==> src/design/ipv_pkg.sv <==
// package of the interrupt prioritizer: register map, source layout, vector table
// assumes one clock at 200 MHz and a core that marks machine-cycle phases
package ipv_pkg;

    // ****************************************
    // register map
    // ****************************************
    localparam logic [7:0] ADDR_ENABLE_PRIMARY = 8'ha8;
    localparam logic [7:0] ADDR_PRIORITY_PRIMARY = 8'hb8;
    localparam logic [7:0] ADDR_STATUS = 8'hb9;
    localparam logic [7:0] ADDR_ENABLE_TIMER2 = 8'he8;
    localparam logic [7:0] ADDR_PRIORITY_TIMER2 = 8'hf8;
    localparam logic [7:0] RST_ENABLE = 8'h00;
    localparam logic [7:0] RST_PRIORITY = 8'h00;
    localparam logic [7:0] PRIO_PRIMARY_MASK = 8'h7f;
    localparam int GLOBAL_GATE_BIT = 7;

    // ****************************************
    // sources, indexed in vector order
    // ****************************************
    localparam int NSRC = 15;
    localparam int SRC_EXT0 = 0;
    localparam int SRC_TIMER0 = 1;
    localparam int SRC_EXT1 = 2;
    localparam int SRC_TIMER1 = 3;
    localparam logic [15:0] VECTOR_BASE = 16'h0003;
    localparam int VECTOR_STEP_SHIFT = 3;
    localparam logic [3:0] IDX_NONE = 4'hf;

    // poll order, highest first, as source indices
    localparam logic [3:0] POLL_ORDER [NSRC] = '{
        4'h0, 4'h5, 4'ha, 4'h1, 4'h6, 4'hb, 4'h2, 4'h7,
        4'hc, 4'h3, 4'h8, 4'hd, 4'h4, 4'h9, 4'he
    };

    typedef enum logic [2:0] {
        IPV_IDLE,
        IPV_PUSH_LO,
        IPV_PUSH_HI,
        IPV_POP_HI,
        IPV_POP_LO,
        IPV_RET_CAP
    } ipv_seq_t;

endpackage

==> src/design/ipv_prioritizer.sv <==
// two-level fifteen-source interrupt prioritizer with hardware call sequencer
// assumes request flags, phase strobes and stack port come from same-clock core logic
//
// Operation
// - poll samples taken at previous S5P2
// - blocked requests are not remembered
// - acknowledge forces hardware long call
// - vectoring clears timer0, timer1 and external flags
// - external flag cleared only in edge mode
// - call pushes pc only, loads vector
// - return clears active priority level
// - return pops two bytes into pc
// - global gate blocks or allows all
// - primary enable register layout at a8
// - timer2 enable register layout at e8
// - enable bit zero disables, one enables
// - primary priority mirrors enable, bit7 reserved
// - timer2 priority register layout at f8
// - high preempts low, high never preempted
// - block on active level, midinstruction, after return/access
// - fixed poll order within one level
// - vectors from 0003 in steps of eight
//
// The address-and-strobe port is this design's own decision.
module ipv_prioritizer (
    input wire logic ref_clk_i,
    input wire logic rst_b_i,
    input wire logic ce_i,
    input wire logic [7:0] reg_addr_i,
    input wire logic [7:0] reg_wdata_i,
    input wire logic reg_we_i,
    input wire logic reg_re_i,
    output logic [7:0] reg_rdata_o,
    input wire logic [14:0] req_flag_i,
    input wire logic [1:0] ext_edge_mode_i,
    input wire logic s5p2_i,
    input wire logic instr_final_i,
    input wire logic return_from_interrupt_i,
    input wire logic [15:0] pc_i,
    input wire logic [7:0] pop_data_i,
    output logic hardware_long_call_o,
    output logic stack_push_o,
    output logic stack_pop_o,
    output logic [7:0] stack_data_o,
    output logic pc_load_o,
    output logic [15:0] pc_value_o,
    output logic [3:0] flag_clear_o
);

    // ****************************************
    // state
    // ****************************************
    typedef struct packed {
        logic [7:0] enable_primary;
        logic [7:0] enable_timer2;
        logic [7:0] priority_primary;
        logic [7:0] priority_timer2;
        logic [14:0] sample;
        logic act_hi;
        logic act_lo;
        logic block_next;
        ipv_pkg::ipv_seq_t seq;
        logic [15:0] vector;
        logic [7:0] ret_hi;
        logic [3:0] last_src;
        logic [7:0] rdata;
        logic call;
        logic push;
        logic pop;
        logic [7:0] sdata;
        logic pc_load;
        logic [15:0] pc_value;
        logic [3:0] clr;
    } ipv_state_t;

    ipv_state_t st_reg;
    ipv_state_t st_next;

    logic [14:0] src_en;
    logic [14:0] src_lvl;
    logic [14:0] eligible;
    logic [3:0] win_hi;
    logic [3:0] win_lo;
    logic [3:0] win;
    logic take;

    // ****************************************
    // source mapping in vector order
    // ****************************************
    always_comb begin
        src_en = {st_reg.enable_timer2[7], st_reg.enable_timer2[6:4],
                  st_reg.enable_primary[6], st_reg.enable_timer2[3:0],
                  st_reg.enable_primary[5:0]};
        src_lvl = {st_reg.priority_timer2[7], st_reg.priority_timer2[6:4],
                   st_reg.priority_primary[6], st_reg.priority_timer2[3:0],
                   st_reg.priority_primary[5:0]};
    end

    // ****************************************
    // polling and arbitration
    // ****************************************
    always_comb begin
        eligible = st_reg.sample & src_en & {15{st_reg.enable_primary[ipv_pkg::GLOBAL_GATE_BIT]}};
        win_hi = ipv_pkg::IDX_NONE;
        win_lo = ipv_pkg::IDX_NONE;
        // walk lowest to highest so the earliest in poll order wins
        for (int k = ipv_pkg::NSRC - 1; k >= 0; k--) begin
            if (eligible[ipv_pkg::POLL_ORDER[k]] && src_lvl[ipv_pkg::POLL_ORDER[k]]) begin
                win_hi = ipv_pkg::POLL_ORDER[k];
            end
            if (eligible[ipv_pkg::POLL_ORDER[k]] && !src_lvl[ipv_pkg::POLL_ORDER[k]]) begin
                win_lo = ipv_pkg::POLL_ORDER[k];
            end
        end
        if (win_hi != ipv_pkg::IDX_NONE && !st_reg.act_hi) begin
            win = win_hi;
        end else if (win_lo != ipv_pkg::IDX_NONE && !st_reg.act_hi && !st_reg.act_lo) begin
            win = win_lo;
        end else begin
            win = ipv_pkg::IDX_NONE;
        end
        take = s5p2_i && instr_final_i && !st_reg.block_next && !return_from_interrupt_i
            && st_reg.seq == ipv_pkg::IPV_IDLE && win != ipv_pkg::IDX_NONE;
    end

    // ****************************************
    // next state
    // ****************************************
    always_comb begin
        st_next = st_reg;
        st_next.call = 1'b0;
        st_next.push = 1'b0;
        st_next.pop = 1'b0;
        st_next.pc_load = 1'b0;
        st_next.clr = 4'h0;

        // register port
        if (reg_we_i) begin
            case (reg_addr_i)
                ipv_pkg::ADDR_ENABLE_PRIMARY: st_next.enable_primary = reg_wdata_i;
                ipv_pkg::ADDR_ENABLE_TIMER2: st_next.enable_timer2 = reg_wdata_i;
                ipv_pkg::ADDR_PRIORITY_PRIMARY: begin
                    st_next.priority_primary = reg_wdata_i & ipv_pkg::PRIO_PRIMARY_MASK;
                end
                ipv_pkg::ADDR_PRIORITY_TIMER2: st_next.priority_timer2 = reg_wdata_i;
                default: ;
            endcase
        end
        st_next.rdata = 8'h00;
        if (reg_re_i) begin
            case (reg_addr_i)
                ipv_pkg::ADDR_ENABLE_PRIMARY: st_next.rdata = st_reg.enable_primary;
                ipv_pkg::ADDR_ENABLE_TIMER2: st_next.rdata = st_reg.enable_timer2;
                ipv_pkg::ADDR_PRIORITY_PRIMARY: st_next.rdata = st_reg.priority_primary;
                ipv_pkg::ADDR_PRIORITY_TIMER2: st_next.rdata = st_reg.priority_timer2;
                ipv_pkg::ADDR_STATUS: begin
                    st_next.rdata = {2'h0, st_reg.act_hi, st_reg.act_lo, st_reg.last_src};
                end
                default: st_next.rdata = 8'h00;
            endcase
        end

        // one instruction of grace after an access or a return
        if (s5p2_i && instr_final_i) begin
            st_next.block_next = 1'b0;
        end
        if (return_from_interrupt_i || ((reg_we_i || reg_re_i)
            && (reg_addr_i == ipv_pkg::ADDR_ENABLE_PRIMARY
            || reg_addr_i == ipv_pkg::ADDR_ENABLE_TIMER2
            || reg_addr_i == ipv_pkg::ADDR_PRIORITY_PRIMARY
            || reg_addr_i == ipv_pkg::ADDR_PRIORITY_TIMER2))) begin
            st_next.block_next = 1'b1;
        end

        // fresh sample each machine cycle, nothing kept
        if (s5p2_i) begin
            st_next.sample = req_flag_i;
        end

        // acknowledge
        if (take) begin
            st_next.call = 1'b1;
            st_next.last_src = win;
            st_next.vector = ipv_pkg::VECTOR_BASE
                + 16'({12'h000, win} << ipv_pkg::VECTOR_STEP_SHIFT);
            if (src_lvl[win]) begin
                st_next.act_hi = 1'b1;
            end else begin
                st_next.act_lo = 1'b1;
            end
            // other flags left for software
            case (win)
                4'(ipv_pkg::SRC_EXT0): st_next.clr[ipv_pkg::SRC_EXT0] = ext_edge_mode_i[0];
                4'(ipv_pkg::SRC_TIMER0): st_next.clr[ipv_pkg::SRC_TIMER0] = 1'b1;
                4'(ipv_pkg::SRC_EXT1): st_next.clr[ipv_pkg::SRC_EXT1] = ext_edge_mode_i[1];
                4'(ipv_pkg::SRC_TIMER1): st_next.clr[ipv_pkg::SRC_TIMER1] = 1'b1;
                default: ;
            endcase
            st_next.seq = ipv_pkg::IPV_PUSH_LO;
            st_next.push = 1'b1;
            st_next.sdata = pc_i[7:0];
        end

        // call and return sequencer
        case (st_reg.seq)
            ipv_pkg::IPV_IDLE: begin
                if (return_from_interrupt_i && !take) begin
                    if (st_reg.act_hi) begin
                        st_next.act_hi = 1'b0;
                    end else begin
                        st_next.act_lo = 1'b0;
                    end
                    st_next.seq = ipv_pkg::IPV_POP_HI;
                    st_next.pop = 1'b1;
                end
            end
            // pc pushed low then high, status word not saved
            ipv_pkg::IPV_PUSH_LO: begin
                st_next.push = 1'b1;
                st_next.sdata = pc_i[15:8];
                st_next.seq = ipv_pkg::IPV_PUSH_HI;
            end
            ipv_pkg::IPV_PUSH_HI: begin
                st_next.pc_load = 1'b1;
                st_next.pc_value = st_reg.vector;
                st_next.seq = ipv_pkg::IPV_IDLE;
            end
            // two pops, high byte first
            ipv_pkg::IPV_POP_HI: begin
                st_next.pop = 1'b1;
                st_next.seq = ipv_pkg::IPV_POP_LO;
            end
            ipv_pkg::IPV_POP_LO: begin
                st_next.ret_hi = pop_data_i;
                st_next.seq = ipv_pkg::IPV_RET_CAP;
            end
            ipv_pkg::IPV_RET_CAP: begin
                st_next.pc_load = 1'b1;
                st_next.pc_value = {st_reg.ret_hi, pop_data_i};
                st_next.seq = ipv_pkg::IPV_IDLE;
            end
            default: st_next.seq = ipv_pkg::IPV_IDLE;
        endcase
    end

    // ****************************************
    // registers
    // ****************************************
    always_ff @(posedge ref_clk_i) begin
        if (!rst_b_i) begin
            st_reg <= '0;
            st_reg.enable_primary <= ipv_pkg::RST_ENABLE;
            st_reg.enable_timer2 <= ipv_pkg::RST_ENABLE;
            st_reg.priority_primary <= ipv_pkg::RST_PRIORITY;
            st_reg.priority_timer2 <= ipv_pkg::RST_PRIORITY;
            st_reg.seq <= ipv_pkg::IPV_IDLE;
            st_reg.last_src <= ipv_pkg::IDX_NONE;
        end else if (ce_i) begin
            st_reg <= st_next;
        end
    end

    assign reg_rdata_o = st_reg.rdata;
    assign hardware_long_call_o = st_reg.call;
    assign stack_push_o = st_reg.push;
    assign stack_pop_o = st_reg.pop;
    assign stack_data_o = st_reg.sdata;
    assign pc_load_o = st_reg.pc_load;
    assign pc_value_o = st_reg.pc_value;
    assign flag_clear_o = st_reg.clr;

endmodule

==> config.mk <==
export PLATFORM = sky130hd
export DESIGN_NAME = ipv_prioritizer
export DESIGN_NICKNAME = d
export VERILOG_FILES = /design/src/design/ipv_pkg.sv /design/src/design/ipv_prioritizer.sv
export SDC_FILE = /design/constraint.sdc
export NUM_CORES = 1
export LEC_CHECK = 0
export BUFFER_PORTS_ARGS = -buffer_cell sky130_fd_sc_hd__buf_2
export CORE_MARGIN = 2
export CORE_UTILIZATION = 30
export DETAILED_ROUTE_END_ITERATION = 7
export PLACE_DENSITY_LB_ADDON = 0.15
export RECOVER_POWER = 50
export SYNTH_ARGS = -nofsm -noshare
export SYNTH_HDL_FRONTEND = slang
export SYNTH_SLANG_ARGS = --single-unit
==> constraint.sdc <==
create_clock -name ref_clk_i -period 4.68 [get_ports ref_clk_i]
set_clock_uncertainty 0.05 [all_clocks]
set_input_delay 0.468 -clock ref_clk_i [delete_from_list [all_inputs] [get_ports ref_clk_i]]
set_output_delay 0.468 -clock ref_clk_i [all_outputs]
set_load 0.005 [all_outputs]
==> results_tabular.tex <==
\begin{tabular}{lr}
\hline
Metric & Value \\
\hline
\multicolumn{2}{l}{\textbf{CTS}} \\
\quad Number of buffers created by CTS & 9 \\
\quad CTS tree & built \\
\quad Hold buffers post-CTS & 0 \\
\quad Deepest clock path buffer count & 2 \\
\quad Number of levels in the clock H-tree & 3 \\
\quad Setup Fix Bufs, Post-CTS & 0 \\
\quad Clk sink count & 109 \\
\quad Cells resized by post-CTS repair & 0 \\
\quad Root Buffer & sky130\_fd\_sc\_hd\_\_clkbuf\_16 \\
\quad CTS clk-pin slew, worst paths & 0.07 ns \\
\quad Clock insertion delay at the later pin of the skew report & 0.36 ns \\
\multicolumn{2}{l}{\textbf{STA}} \\
\quad Final worst path period need & 3.83 ns \\
\quad Worst-margin pin slew & 2.59 ns \\
\quad Setup repair after global routing missed its margin & no \\
\quad Final setup TNS & 0 ns \\
\quad Crit share post-route & 81.9\% \\
\quad Slack of the critical path & 0.849 ns \\
\quad Final Hold Violating Endpoints & 0 \\
\quad Setup-failing EPs final & 0 \\
\quad F\_max & 261 MHz \\
\quad Final slew viol count & 71 \\
\quad Worst slew margin relative to its limit & -72.4\% \\
\multicolumn{2}{l}{\textbf{Worst hold path}} \\
\quad Type of the worst min-delay path & input pin to flip-flop \\
\multicolumn{2}{l}{\textbf{Run}} \\
\quad Count of maximum capacitance violations & 2 \\
\multicolumn{2}{l}{\textbf{GRT}} \\
\quad Maximum number of pins on one net before global-route repair & 71 \\
\quad Via count of the first global-routing pass & 4,631 \\
\quad Total routing resource utilization after global routing & 16.8\% \\
\quad Initial antenna violation count & 0 \\
\quad Total gr overflow & 0 \\
\quad Wire length of the first global-routing pass & 26,000 µm \\
\multicolumn{2}{l}{\textbf{Logic synthesis}} \\
\quad \#FFs+latches synth & 109 \\
\quad Net count after synthesis & 710 \\
\quad Share of flip-flops with an asynchronous set or reset after synthesis & 0\% \\
\quad Post-synthesis instance area & 5700 µm² \\
\quad Syn. warnings & 0 \\
\quad Post-synth top flop & sky130\_fd\_sc\_hd\_\_dfxtp\_1 \\
\quad Number of flops mapped to enable cells by yosys & 0 \\
\quad Syn Area/Cell & 8.84 µm² \\
\quad Synthesized netlist cell count & 645 \\
\quad Number of distinct library cells after synthesis & 66 \\
\quad Sequential share of the synthesized area & 38.3\% \\
\multicolumn{2}{l}{\textbf{Routing}} \\
\quad Count of antenna-violating nets left after detailed routing & 0 \\
\quad Routed via count & 4,877 \\
\quad Detailed router's first-iteration violation count & 259 \\
\quad Routed WL per cell & 18.0 µm \\
\quad Remaining routing DRC violations & 0 \\
\quad Routed wire length & 16,800 µm \\
\quad First-pass DRT Iterations & 4 \\
\quad Drt via density & 5.24 \\
\multicolumn{2}{l}{\textbf{Place}} \\
\quad Worst slack after detailed placement & 1.04 ns \\
\quad HPWL after DPL & 12,700 µm \\
\quad Final weighted congestion of routability-driven global placement & 0.872 \\
\quad Port-buffer cells & 104 \\
\quad Instance area at placement & 6110 µm² \\
\multicolumn{2}{l}{\textbf{Finish}} \\
\quad Final standard cell utilization of the core & 34.4\% \\
\quad Post-route cell area & 6430 µm² \\
\quad Synth-to-Final Area Change & 12.7\% \\
\quad Most used cells in the layout excluding fill and tap cells & sky130\_fd\_sc\_hd\_\_dfxtp\_1, sky130\_fd\_sc\_hd\_\_nand2\_1, sky130\_fd\_sc\_hd\_\_buf\_2 \\
\quad Fraction of final layout cells sized beyond drive strength 1 & 17.1\% \\
\quad Diodes inserted & 0 \\
\quad Net count, final & 757 \\
\quad Most common library cell in the layout ignoring fill and taps & sky130\_fd\_sc\_hd\_\_dfxtp\_1 \\
\quad Number of flip-flops in the largest register & 39 \\
\multicolumn{2}{l}{\textbf{Floorplan}} \\
\quad Die Ht & 142 µm \\
\quad Placement row count & 50 \\
\quad DIE WIDTH & 142 µm \\
\quad Number of ports placed on the die boundary & 105 \\
\quad Core footprint & 18,700 µm² \\
\quad Starting Density & 30.5\% \\
\quad Die footprint & 20,100 µm² \\
\multicolumn{2}{l}{\textbf{Worst setup path}} \\
\quad Req. time, crit path & 4.94 ns \\
\quad Arrival time at the worst endpoint & 4.09 ns \\
\quad Category of the most critical setup path & input pin to flip-flop \\
\quad Type of destination of the critical path & flip-flop \\
\quad Startpoint type of the worst setup path & input pin \\
\quad Crit-path max FO & 70 \\
\quad R2R setup slack & 1.01 ns \\
\multicolumn{2}{l}{\textbf{Pwr}} \\
\quad Peak supply drop & 0.173 mV \\
\quad Power Density & 309 nW/µm² \\
\quad Leakage power total & 2.46 nW \\
\multicolumn{2}{l}{\textbf{Run status}} \\
\quad Status & finished, violations left \\
\quad Violations in the final reports & capacitance limit, slew limit \\
\hline
\end{tabular}
## stage by stage
stage	instances	hold WS, ns	total power [mW]
global placement	915	0.393	1.10
CTS	931	0.283	2.02
floorplan	645	0.381	1.05
finish	931	0.299	1.98
detailed placement	915	0.401	1.11
global route	931	0.306	2.07
## path summary, 6_finish.rpt
| path | endpoint | cells after the start | startpoint |
|---|---|---|---|
| setup / recovery | stack_data_o[1]$_SDFFE_PN0P_ | 4 | rst_b_i |
| hold / removal | flag_clear_o[0]$_SDFFE_PN0P_ | 2 | ext_edge_mode_i[0] |
| setup reg to reg | stack_data_o[1]$_SDFFE_PN0P_ | 9 | st_reg[120]$_SDFFE_PN0P_ |
| hold reg to reg | stack_data_o[5]$_SDFFE_PN0P_ | 1 | stack_data_o[5]$_SDFFE_PN0P_ |
## cell usage after synthesis (all sizes together) (3+ instances only)
| master | n | area [µm²] |
|---|---|---|
| dfxtp | 109 | 2180 |
| nand2 | 84 | 318 |
| buf | 44 | 330 |
| a21boi | 41 | 308 |
| nor2b | 38 | 238 |
| mux2i | 35 | 350 |
| clkbuf | 27 | 101 |
| nand3 | 22 | 110 |
| nor2 | 22 | 82.6 |
| nand4 | 17 | 113 |
| o21ai | 16 | 83.8 |
| and2 | 13 | 81.3 |
| a22oi | 12 | 90.1 |
| inv | 12 | 45.0 |
| and4b | 11 | 110 |
| nand4b | 11 | 111 |
| o21a | 11 | 82.6 |
| nor3 | 10 | 65.1 |
| a21oi | 9 | 45.0 |
| nor3b | 9 | 77.6 |
| o221a | 9 | 101 |
| a221oi | 7 | 61.3 |
| nand2b | 7 | 43.8 |
| o22ai | 7 | 43.8 |
| a31oi | 6 | 52.6 |
| and4 | 6 | 52.6 |
| o211ai | 6 | 45.0 |
| and3 | 5 | 31.3 |
| a211oi | 4 | 35.0 |
| a22o | 3 | 26.3 |
| nand3b | 3 | 22.5 |
| nor4 | 3 | 18.8 |
| o2111ai | 3 | 32.5 |
| o2bb2ai | 3 | 26.3 |
## worst max-delay path, stage by stage
cell	delay, ns
sky130_fd_sc_hd__clkbuf_1	1.05
sky130_fd_sc_hd__clkbuf_1	1.91
sky130_fd_sc_hd__o221a_2	0.50
sky130_fd_sc_hd__o21a_1	0.12
## report_power, final
| group | switching, mW | leakage (nW) | total [mW] | internal, mW |
|---|---|---|---|---|
| Clock | 0.369 | 0.173 | 0.901 | 0.532 |
| Combinational | 0.0674 | 1.41 | 0.126 | 0.0588 |
| Sequential | 0.0153 | 0.882 | 0.958 | 0.943 |
## metal layers
metal	share of wire (%)	GRT usage, %	routed length (µm)
met1	45	21.3	7550
met2	49	28.9	8200
met3	4.1	2.80	683
met4	2.0	5.68	335
met5	0	0	0
## area by class of cell
type / count / area, µm²
inverter: 12 / 45.0
clock inverter: 7 / 128
timing repair buffer: 107 / 512
sequential: 109 / 2180
multi-input combinational: 453 / 3040
clock buffer: 9 / 225
fill: 1988 / 12300
tap: 234 / 293
## kinds of logic after synthesis
kind of cell    synth area share, %
compound gates                 20.2
flops                          38.3
mux                            6.34
simple gates                   26.9
buf+inv                        8.36
Power figures use the tool's default switching activity.
